`config.mk`:
```
export PLATFORM = sky130hd
export DESIGN_NAME = flash_pin_protect_reset_ctrl
export DESIGN_NICKNAME = d
export VERILOG_FILES = /design/src/hdl/fpr_pkg.sv /design/src/hdl/pin_if.sv /design/src/hdl/flash_pin_protect_reset_ctrl.sv /design/src/hdl/pin_sampler.sv
export SDC_FILE = /design/constraint.sdc
export NUM_CORES = 1
export LEC_CHECK = 0
export ABC_AREA = 1
export ABC_CLOCK_PERIOD_IN_PS = 1990
export BUFFER_PORTS_ARGS = -buffer_cell sky130_fd_sc_hd__buf_2
export CAP_MARGIN = 5
export CORE_MARGIN = 2
export CORE_UTILIZATION = 30
export DETAILED_ROUTE_END_ITERATION = 16
export MAX_ROUTING_LAYER = met4
export PLACE_DENSITY_LB_ADDON = 0.3
export SYNTH_ARGS = -nofsm -noshare
export SYNTH_HDL_FRONTEND = slang
export SYNTH_SLANG_ARGS = --single-unit
```
`constraint.sdc`:
```
create_clock -name CLK_I -period 1.99 [get_ports CLK_I]
set_input_delay 0.0995 -clock CLK_I [delete_from_list [all_inputs] [get_ports CLK_I]]
set_output_delay 0.0995 -clock CLK_I [all_outputs]
set_load 0.005 [all_outputs]
```
`src/hdl/fpr_pkg.sv`:
```
// Constants shared by the serial flash pin, protect and reset control.
// Assumes a single 100 MHz core clock sampling all pins.
package fpr_pkg;
  localparam logic [7:0] CMD_PROGRAM  = 8'h02;
  localparam logic [7:0] CMD_ERASE    = 8'h20;
  localparam logic [7:0] CMD_STATUS   = 8'h05;
  localparam logic [7:0] CMD_PROT_EN  = 8'h3d;
  localparam logic [7:0] CMD_LOCK     = 8'h7f;
  localparam logic [7:0] CMD_GUARD_WR = 8'hfc;
  localparam int         OP_CYCLES_DEF = 64;
  localparam int         BUSY_W        = 16;
  localparam logic [4:0] PIN_RST_VAL   = 5'h19;
  localparam int         PIN_CS        = 0;
  localparam int         PIN_SCK       = 1;
  localparam int         PIN_SI        = 2;
  localparam int         PIN_WP        = 3;
  localparam int         PIN_RST       = 4;
  localparam logic [7:0] MAP_RST_VAL   = 8'h00;
  typedef enum logic [2:0] {
    ST_IDLE   = 3'b000,
    ST_OPCODE = 3'b001,
    ST_ARG    = 3'b010,
    ST_SEND   = 3'b011,
    ST_IGNORE = 3'b100
  } state_t;
endpackage

```
`src/hdl/pin_if.sv`:
```
// Sampled pin levels and edges passed from the pin sampler to the control.
// Assumes both ends run on the same core clock.
interface pin_if;
  logic cs_act;
  logic cs_fall;
  logic cs_rise;
  logic sck_rise;
  logic sck_fall;
  logic si;
  logic wp_act;
  logic rst_act;
  modport src (output cs_act, cs_fall, cs_rise, sck_rise, sck_fall, si, wp_act, rst_act);
  modport dst (input  cs_act, cs_fall, cs_rise, sck_rise, sck_fall, si, wp_act, rst_act);
endinterface

```
`src/hdl/flash_pin_protect_reset_ctrl.sv`:
```
// Serial flash pin control: output timing, write-protect gating, reset pin.
// Assumes a host drives chip select, shift clock, serial in, write-protect, reset.
// Notes on behaviour
// RULE1 - Output bit changes only on shift clock fall
// RULE2 - Output tri-stated while chip select is high
// RULE3 - Write-protect low blocks guarded sectors always
// RULE4 - Guard map frozen while write-protect is low
// RULE5 - Program/erase under write-protect is discarded
// RULE6 - Discarded command returns idle on deselect
// RULE7 - Protect-enable and lock still run under write-protect
// RULE8 - Floating write-protect reads as deasserted
// RULE9 - Reset pin low aborts and idles
// RULE10 - No commands taken while reset held low
// RULE11 - Commands resume from idle after reset high
// RULE12 - Chip select frames operations; busy outlives deselect
// RULE13 - Serial input sampled on rise, ignored deselected
// RULE14 - Bytes shifted MSB first, opcode first
// RULE15 - Pins synchronised; write-protect checked at decode
module flash_pin_protect_reset_ctrl #(
  parameter int OP_CYCLES = fpr_pkg::OP_CYCLES_DEF
) (
  input  wire logic       CLK_I,
  input  wire logic       RST_I,
  input  wire logic       CS_N_I,
  input  wire logic       SCK_I,
  input  wire logic       SI_I,
  input  wire logic       WP_N_I,
  input  wire logic       WP_DRIVEN_I,
  input  wire logic       RESET_N_I,
  output logic            SO_O,
  output logic            SO_OE_N_O,
  output logic            BUSY_O,
  output logic            OP_START_O,
  output logic            OP_REJECT_O,
  output logic [7:0]      GUARD_MAP_O
);
  typedef struct packed {
    fpr_pkg::state_t            st;
    logic [2:0]                 bitcnt;
    logic [7:0]                 sh;
    logic [7:0]                 op;
    logic [7:0]                 tx;
    logic [fpr_pkg::BUSY_W-1:0] busy_cnt;
    logic                       busy;
    logic [7:0]                 guard;
    logic [7:0]                 lock;
    logic                       prot_en;
    logic                       rejected;
    logic                       so;
    logic                       so_oe_n;
    logic                       start;
    logic                       reject;
  } ctrl_t;

  pin_if pins ();
  ctrl_t s_ff;
  ctrl_t nxt_s;
  logic  byte_done;
  logic  [7:0] rx_byte;

  localparam logic [fpr_pkg::BUSY_W-1:0] OP_LEN = OP_CYCLES[fpr_pkg::BUSY_W-1:0];

  pin_sampler u_samp (
    .clk_i       (CLK_I),
    .rst_i       (RST_I),
    .cs_n_i      (CS_N_I),
    .sck_i       (SCK_I),
    .si_i        (SI_I),
    .wp_n_i      (WP_N_I),
    .wp_driven_i (WP_DRIVEN_I),
    .reset_n_i   (RESET_N_I),
    .pins        (pins)
  );

  function automatic logic is_prog_erase(input logic [7:0] op);
    return (op == fpr_pkg::CMD_PROGRAM) || (op == fpr_pkg::CMD_ERASE);
  endfunction

  // Byte completes on the eighth rising edge, first bit in lands in the MSB
  assign rx_byte   = {s_ff.sh[6:0], pins.si}; // RULE14
  assign byte_done = pins.cs_act && pins.sck_rise && (s_ff.bitcnt == 3'h7);

  always_comb begin
    nxt_s        = s_ff;
    nxt_s.start  = 1'b0;
    nxt_s.reject = 1'b0;
    if (s_ff.busy_cnt != '0) begin
      nxt_s.busy_cnt = s_ff.busy_cnt - 1'b1; // RULE12
    end
    if (pins.cs_act && pins.sck_rise && (s_ff.st != fpr_pkg::ST_IDLE)) begin
      nxt_s.sh     = rx_byte; // RULE13
      nxt_s.bitcnt = s_ff.bitcnt + 3'h1;
    end
    case (s_ff.st)
      fpr_pkg::ST_IDLE: begin
      end
      fpr_pkg::ST_OPCODE: begin
        if (byte_done) begin
          nxt_s.op = rx_byte;
          if (is_prog_erase(rx_byte)) begin
            if (pins.wp_act || s_ff.busy_cnt != '0) begin
              nxt_s.st       = fpr_pkg::ST_IGNORE; // RULE5 RULE15
              nxt_s.rejected = 1'b1;
              nxt_s.reject   = 1'b1;
            end else begin
              nxt_s.st = fpr_pkg::ST_ARG;
            end
          end else if (rx_byte == fpr_pkg::CMD_STATUS) begin
            nxt_s.st = fpr_pkg::ST_SEND;
            nxt_s.tx = {s_ff.busy_cnt != '0, pins.wp_act, s_ff.prot_en, s_ff.rejected, 4'h0};
          end else if (rx_byte == fpr_pkg::CMD_PROT_EN) begin
            nxt_s.prot_en = 1'b1; // RULE7
            nxt_s.st      = fpr_pkg::ST_IGNORE;
          end else if (rx_byte == fpr_pkg::CMD_LOCK || rx_byte == fpr_pkg::CMD_GUARD_WR) begin
            nxt_s.st = fpr_pkg::ST_ARG;
          end else begin
            nxt_s.st = fpr_pkg::ST_IGNORE;
          end
        end
      end
      fpr_pkg::ST_ARG: begin
        if (byte_done) begin
          nxt_s.st = fpr_pkg::ST_IGNORE;
          if (is_prog_erase(s_ff.op)) begin
            // Hardware pin guards marked sectors even without software enable
            if (pins.wp_act || s_ff.lock[rx_byte[2:0]] ||
                ((s_ff.prot_en || pins.wp_act) && s_ff.guard[rx_byte[2:0]])) begin
              nxt_s.rejected = 1'b1; // RULE3 RULE5
              nxt_s.reject   = 1'b1;
            end else begin
              nxt_s.busy_cnt = OP_LEN;
              nxt_s.start    = 1'b1;
              nxt_s.rejected = 1'b0;
            end
          end else if (s_ff.op == fpr_pkg::CMD_LOCK) begin
            nxt_s.lock[rx_byte[2:0]] = 1'b1; // RULE7
          end else if (!pins.wp_act) begin
            nxt_s.guard = rx_byte; // RULE4
          end
        end
      end
      fpr_pkg::ST_SEND: begin
        if (pins.cs_act && pins.sck_fall) begin
          nxt_s.so = s_ff.tx[7]; // RULE1 RULE14
          nxt_s.tx = {s_ff.tx[6:0], s_ff.tx[7]};
        end
      end
      fpr_pkg::ST_IGNORE: begin
      end
      default: nxt_s.st = fpr_pkg::ST_IDLE;
    endcase
    if (pins.cs_fall) begin
      nxt_s.st     = fpr_pkg::ST_OPCODE; // RULE12 RULE14
      nxt_s.bitcnt = 3'h0;
    end
    if (pins.cs_rise) begin
      nxt_s.st = fpr_pkg::ST_IDLE; // RULE6
    end
    nxt_s.so_oe_n = !(pins.cs_act && nxt_s.st == fpr_pkg::ST_SEND); // RULE2
    // Reset pin overrides state, busy count, pulses and output enable; maps survive, operations do not
    if (pins.rst_act) begin
      nxt_s.st       = fpr_pkg::ST_IDLE; // RULE9 RULE10 RULE11
      nxt_s.busy_cnt = '0;
      nxt_s.start    = 1'b0;
      nxt_s.reject   = 1'b0;
      nxt_s.so_oe_n  = 1'b1;
    end
    // Own flop so the busy pin carries no compare logic
    nxt_s.busy = (nxt_s.busy_cnt != '0); // RULE12
  end

  always_ff @(posedge CLK_I or posedge RST_I) begin
    if (RST_I) begin
      s_ff <= '{st: fpr_pkg::ST_IDLE, bitcnt: 3'h0, sh: 8'h00, op: 8'h00, tx: 8'h00,
                busy_cnt: '0, busy: 1'b0, guard: fpr_pkg::MAP_RST_VAL, lock: fpr_pkg::MAP_RST_VAL,
                prot_en: 1'b0, rejected: 1'b0, so: 1'b0, so_oe_n: 1'b1, start: 1'b0, reject: 1'b0};
    end else begin
      s_ff <= nxt_s;
    end
  end

  assign SO_O        = s_ff.so;
  assign SO_OE_N_O   = s_ff.so_oe_n;
  assign BUSY_O      = s_ff.busy;
  assign OP_START_O  = s_ff.start;
  assign OP_REJECT_O = s_ff.reject;
  assign GUARD_MAP_O = s_ff.guard;
endmodule

```
`src/hdl/pin_sampler.sv`:
```
// Two-stage synchronisers and edge finders for the serial flash pins.
// Assumes pins are asynchronous to CLK_I and the shift clock is much slower.
module pin_sampler (
  input  wire logic clk_i,
  input  wire logic rst_i,
  input  wire logic cs_n_i,
  input  wire logic sck_i,
  input  wire logic si_i,
  input  wire logic wp_n_i,
  input  wire logic wp_driven_i,
  input  wire logic reset_n_i,
  pin_if.src        pins
);
  typedef struct packed {
    logic [4:0] s1;
    logic [4:0] s2;
    logic       cs_q;
    logic       sck_q;
    logic       drv_s1;
    logic       drv_s2;
  } samp_t;

  samp_t r_ff;
  samp_t nxt_r;

  always_comb begin
    nxt_r        = r_ff;
    nxt_r.s1     = {reset_n_i, wp_n_i, si_i, sck_i, cs_n_i}; // RULE15
    nxt_r.s2     = r_ff.s1;
    nxt_r.drv_s1 = wp_driven_i; // RULE8
    nxt_r.drv_s2 = r_ff.drv_s1;
    nxt_r.cs_q  = r_ff.s2[fpr_pkg::PIN_CS];
    nxt_r.sck_q = r_ff.s2[fpr_pkg::PIN_SCK];
  end

  always_ff @(posedge clk_i or posedge rst_i) begin
    if (rst_i) begin
      r_ff <= '{s1: fpr_pkg::PIN_RST_VAL, s2: fpr_pkg::PIN_RST_VAL, cs_q: 1'b1, sck_q: 1'b0,
                drv_s1: 1'b1, drv_s2: 1'b1};
    end else begin
      r_ff <= nxt_r;
    end
  end

  assign pins.cs_act   = !r_ff.s2[fpr_pkg::PIN_CS];
  assign pins.cs_fall  = r_ff.cs_q && !r_ff.s2[fpr_pkg::PIN_CS]; // RULE12
  assign pins.cs_rise  = !r_ff.cs_q && r_ff.s2[fpr_pkg::PIN_CS]; // RULE12
  assign pins.sck_rise = !r_ff.sck_q && r_ff.s2[fpr_pkg::PIN_SCK];
  assign pins.sck_fall = r_ff.sck_q && !r_ff.s2[fpr_pkg::PIN_SCK];
  assign pins.si       = r_ff.s2[fpr_pkg::PIN_SI];
  // Undriven pin reads high, as the internal pull-up would make it
  assign pins.wp_act   = r_ff.drv_s2 && !r_ff.s2[fpr_pkg::PIN_WP]; // RULE3 RULE8
  assign pins.rst_act  = !r_ff.s2[fpr_pkg::PIN_RST]; // RULE9
endmodule

```
==> impl_metrics.yaml <==
run_status:
  status: "completed"
worst_setup_path:
  timing.setup.critical_path_class: "register to register"
  worst_setup_path_start_kind: "register"
  critical_path.slowest_cell: "dfrtp_1"
  critical_path.max_fanout: 5
  critPathArrivalTime_ps: 2060
  required_ps: 2210
  critical-path-max-stage-delay_ps: 400
  crit_path_cell_trace: "inv_2 > ha_2 > nand2_1 > nor2_1 > xor2_1 > nor2_1 > o211ai_1 > nand2_1 > nor2_1 > nand2_1"
  worst_setup_path_end_kind: "register"
synthesis:
  synth-edff-count: 0
  sequential_area_share_after_synthesis: 0.494
  synth-seq-cells: 82
  synth_cells: 511
  synth.cell_area_sq_mm: 0.00418
  average_footprint_of_a_synthesized_cell_sq_um: 8.18
  syn-num-nets: 523
  synth.lib_cells_used.distinct: 40
  postSynth.topFlopCell: "dfrtp_1"
  async_reset_ff_frac: 1.00
  yosysWarnings: 0
clock_network:
  cts-root-to-sink-buffers: 2
  cts_made_buffers: 9
  insertion_delay_ps: 340
  clock-sinks: 82
  tritoncts: "done"
  clock_tree.htree_level_count: 3
  path_clk_slew_ps: 60
  clockRootBuffer: "clkbuf_16"
drt:
  drt-vias-per-instance: 4.65
  drt_pass1_iterations: 5
  drt_wl_total_microns: 9300
  dr.first_iter.drc_count: 265
  detailroute.via_count: 3415
  detail-route-antenna-nets: 0
  drc_violations_left: 0
  wl_per_cell_microns: 12.7
placement:
  number_of_buffers_inserted_by_port_buffering: 20
  gp_congestion: 0.915
  place.detailed.instances: 708
  dp_hpwl_microns: 6790
floorplan:
  boundaryPins: 21
  die_h_microns: 122
  initial_utilization: 0.304
  rows: 43
  placeableCoreArea_sq_mm: 0.0138
  die-area_sq_mm: 0.0149
  die_w_microns: 122
flow_run:
  maxCapViolations: 0
sta:
  finalHoldViolCount: 0
  final-max-slew-violation-count: 0
  finalCritPeriodShare: 0.923
  setup_tns_ps: 0
  worst_pin_slew_ps: 705
  layout_min_cycle_time_ps: 1840
  max_freq_mhz: 544
  worst_slew_margin_rel: 0.529
  skew_ps: 8.84
  setup_violations: 0
pwr:
  static-leakage-power_nw: 2.49
  ir_drop_v: 0.000365
  power-per-cell-area_mw_per_mm2: 739
grt:
  groute.usage.overall: 0.141
  largest_net_degree_at_the_start_of_global_routing: 31
  grt-ovfl-total: 0
  first_global_vias: 3271
  grt_pass1_wl_microns: 16000
  antenna_found_initial: 0
finish:
  post_layout_nonfiller_instances: 735
  area_delta_synth_final_pct: 18.8
  finalCoreUtilization: 0.361
  drive_gt1_frac: 0.191
  insertedDiodeCount: 0
  fillers: 1451
  finish.net_count: 562
worst_hold_path:
  hold_path.class: "register to register"
[final cells by class]
type | count | area [sq um] | share of cell area
tap | 180 | 225 | 0.0454
clock inverter | 3 | 46.3 | 0.00932
inverter | 59 | 230 | 0.0464
multi-input combinational | 348 | 1770 | 0.357
clock buffer | 13 | 260 | 0.0524
sequential | 82 | 2060 | 0.416
timing repair buffer | 50 | 368 | 0.0741
[path summary, 6_finish.rpt]
kind                            cells after the start        endpoint  slack [ps]            start
worst max-delay path                               10          BUSY_O         150         s_ff[23]
worst min-delay path                                0  u_samp.pins.si         350  u_samp.nxt_r[6]
worst max register to register                     10          BUSY_O         150         s_ff[23]
worst min register to register                      0  u_samp.pins.si         350  u_samp.nxt_r[6]
max in group asynchronous                           4  u_samp.r_ff[0]         940            RST_I
min in group asynchronous                           3            SO_O         420            RST_I
[worst max-delay path: cells and delay by family (launching register included)]
| family | cells | cell delay [ps] |
|---|---|---|
| buffers and inverters | 1 | 110 |
| xor gates and xnor gates | 1 | 210 |
| AOI/OAI and AO/OA | 1 | 180 |
| adders and majority gates | 1 | 230 |
| DFF | 1 | 400 |
| and+or+nand+nor | 6 | 580 |
[synth_stat cells, types with 6 or more instances]
| cell | number | area share |
|---|---|---|
| nand2_1 | 126 | 0.11 |
| dfrtp_1 | 72 | 0.43 |
| nor2_1 | 58 | 0.052 |
| inv_1 | 55 | 0.049 |
| nand3_1 | 30 | 0.036 |
| o21ai_0 | 30 | 0.036 |
| nor3_1 | 16 | 0.019 |
| a21oi_1 | 14 | 0.017 |
| dfstp_2 | 10 | 0.063 |
| nand4_1 | 9 | 0.013 |
| o211ai_1 | 9 | 0.016 |
| buf_4 | 8 | 0.014 |
| nor2_2 | 8 | 0.012 |
| nand2_2 | 6 | 0.0090 |
[placed cells by master (no fill, tap or decap), types with 3 or more instances in the layout]
cell           count
a21oi_1           14
buf_2             20
buf_4             21
clkbuf_16          9
dfrtp_1           72
dfstp_2           10
dlygate4sd3_1      7
inv_1             53
inv_2              3
nand2_1          126
nand2_2            6
nand3_1           30
nand3_2            5
nand4_1            9
nor2_1            56
nor2_2             6
nor2_4             5
nor3_1            16
o211ai_1           9
o21ai_0           30
o21bai_1           5
xor2_1             5
[flip-flops by register name (all words and copies together), names as in the netlist]
| register | count |
|---|---|
| SO_O | 1 |
| GUARD_MAP_O | 8 |
| u_samp.pins.si | 1 |
| rx_byte | 7 |
| OP_START_O | 1 |
| s_ff | 48 |
| BUSY_O | 1 |
| u_samp.r_ff | 5 |
| SO_OE_N_O | 1 |
| OP_REJECT_O | 1 |
| u_samp.nxt_r | 8 |
[logic make-up after synthesis]
| kind of cell | count (synthesis) | share of synthesized area |
|---|---|---|
| and+or+nand+nor | 266 | 0.285 |
| buffers and inverters | 82 | 0.0940 |
| DFF | 82 | 0.494 |
| AOI/OAI and AO/OA | 71 | 0.103 |
| xor gates and xnor gates | 6 | 0.0126 |
| adders and majority gates | 4 | 0.0120 |
[where the power goes]
part / total [mW] / internal [mW] / switching [mW]
registers: 1.72 / 1.70 / 0.0168
logic: 0.250 / 0.0860 / 0.164
clock network: 1.71 / 1.05 / 0.660
total: 3.67 / 2.83 / 0.841
[per-stage QoR]
stage | instance area [sq um] | hold slack, ps | power [mW] | setup WS (ps)
final | 4970 | 352 | 3.67 | 153
after global routing | 4970 | 360 | 3.81 | -6.74
after CTS | 4890 | 356 | 3.71 | 45.8
after detailed placement | 4510 | 206 | 1.98 | 83.7
after global placement | 4510 | 204 | 1.98 | 97.0
after floorplan | 4190 | 104 | 1.90 | 311
[timing repair]
action,CTS,global route
buffers inserted,0,3
hold buffers,7,0
setup endpoints to repair,0,17
resized for setup,0,14
endpoints found under the hold margin,32,0
[routing by layer]
layer / global-route usage / up-vias / wire (microns)
met2: 0.209 / 77 / 4190
met4: 0.0603 / 0 / 204
li1: - / 1723 / -
met3: 0.0234 / 13 / 316
met1: 0.191 / 1602 / 4600
met5: - / - / 0
(Power assumes the default switching activity.)
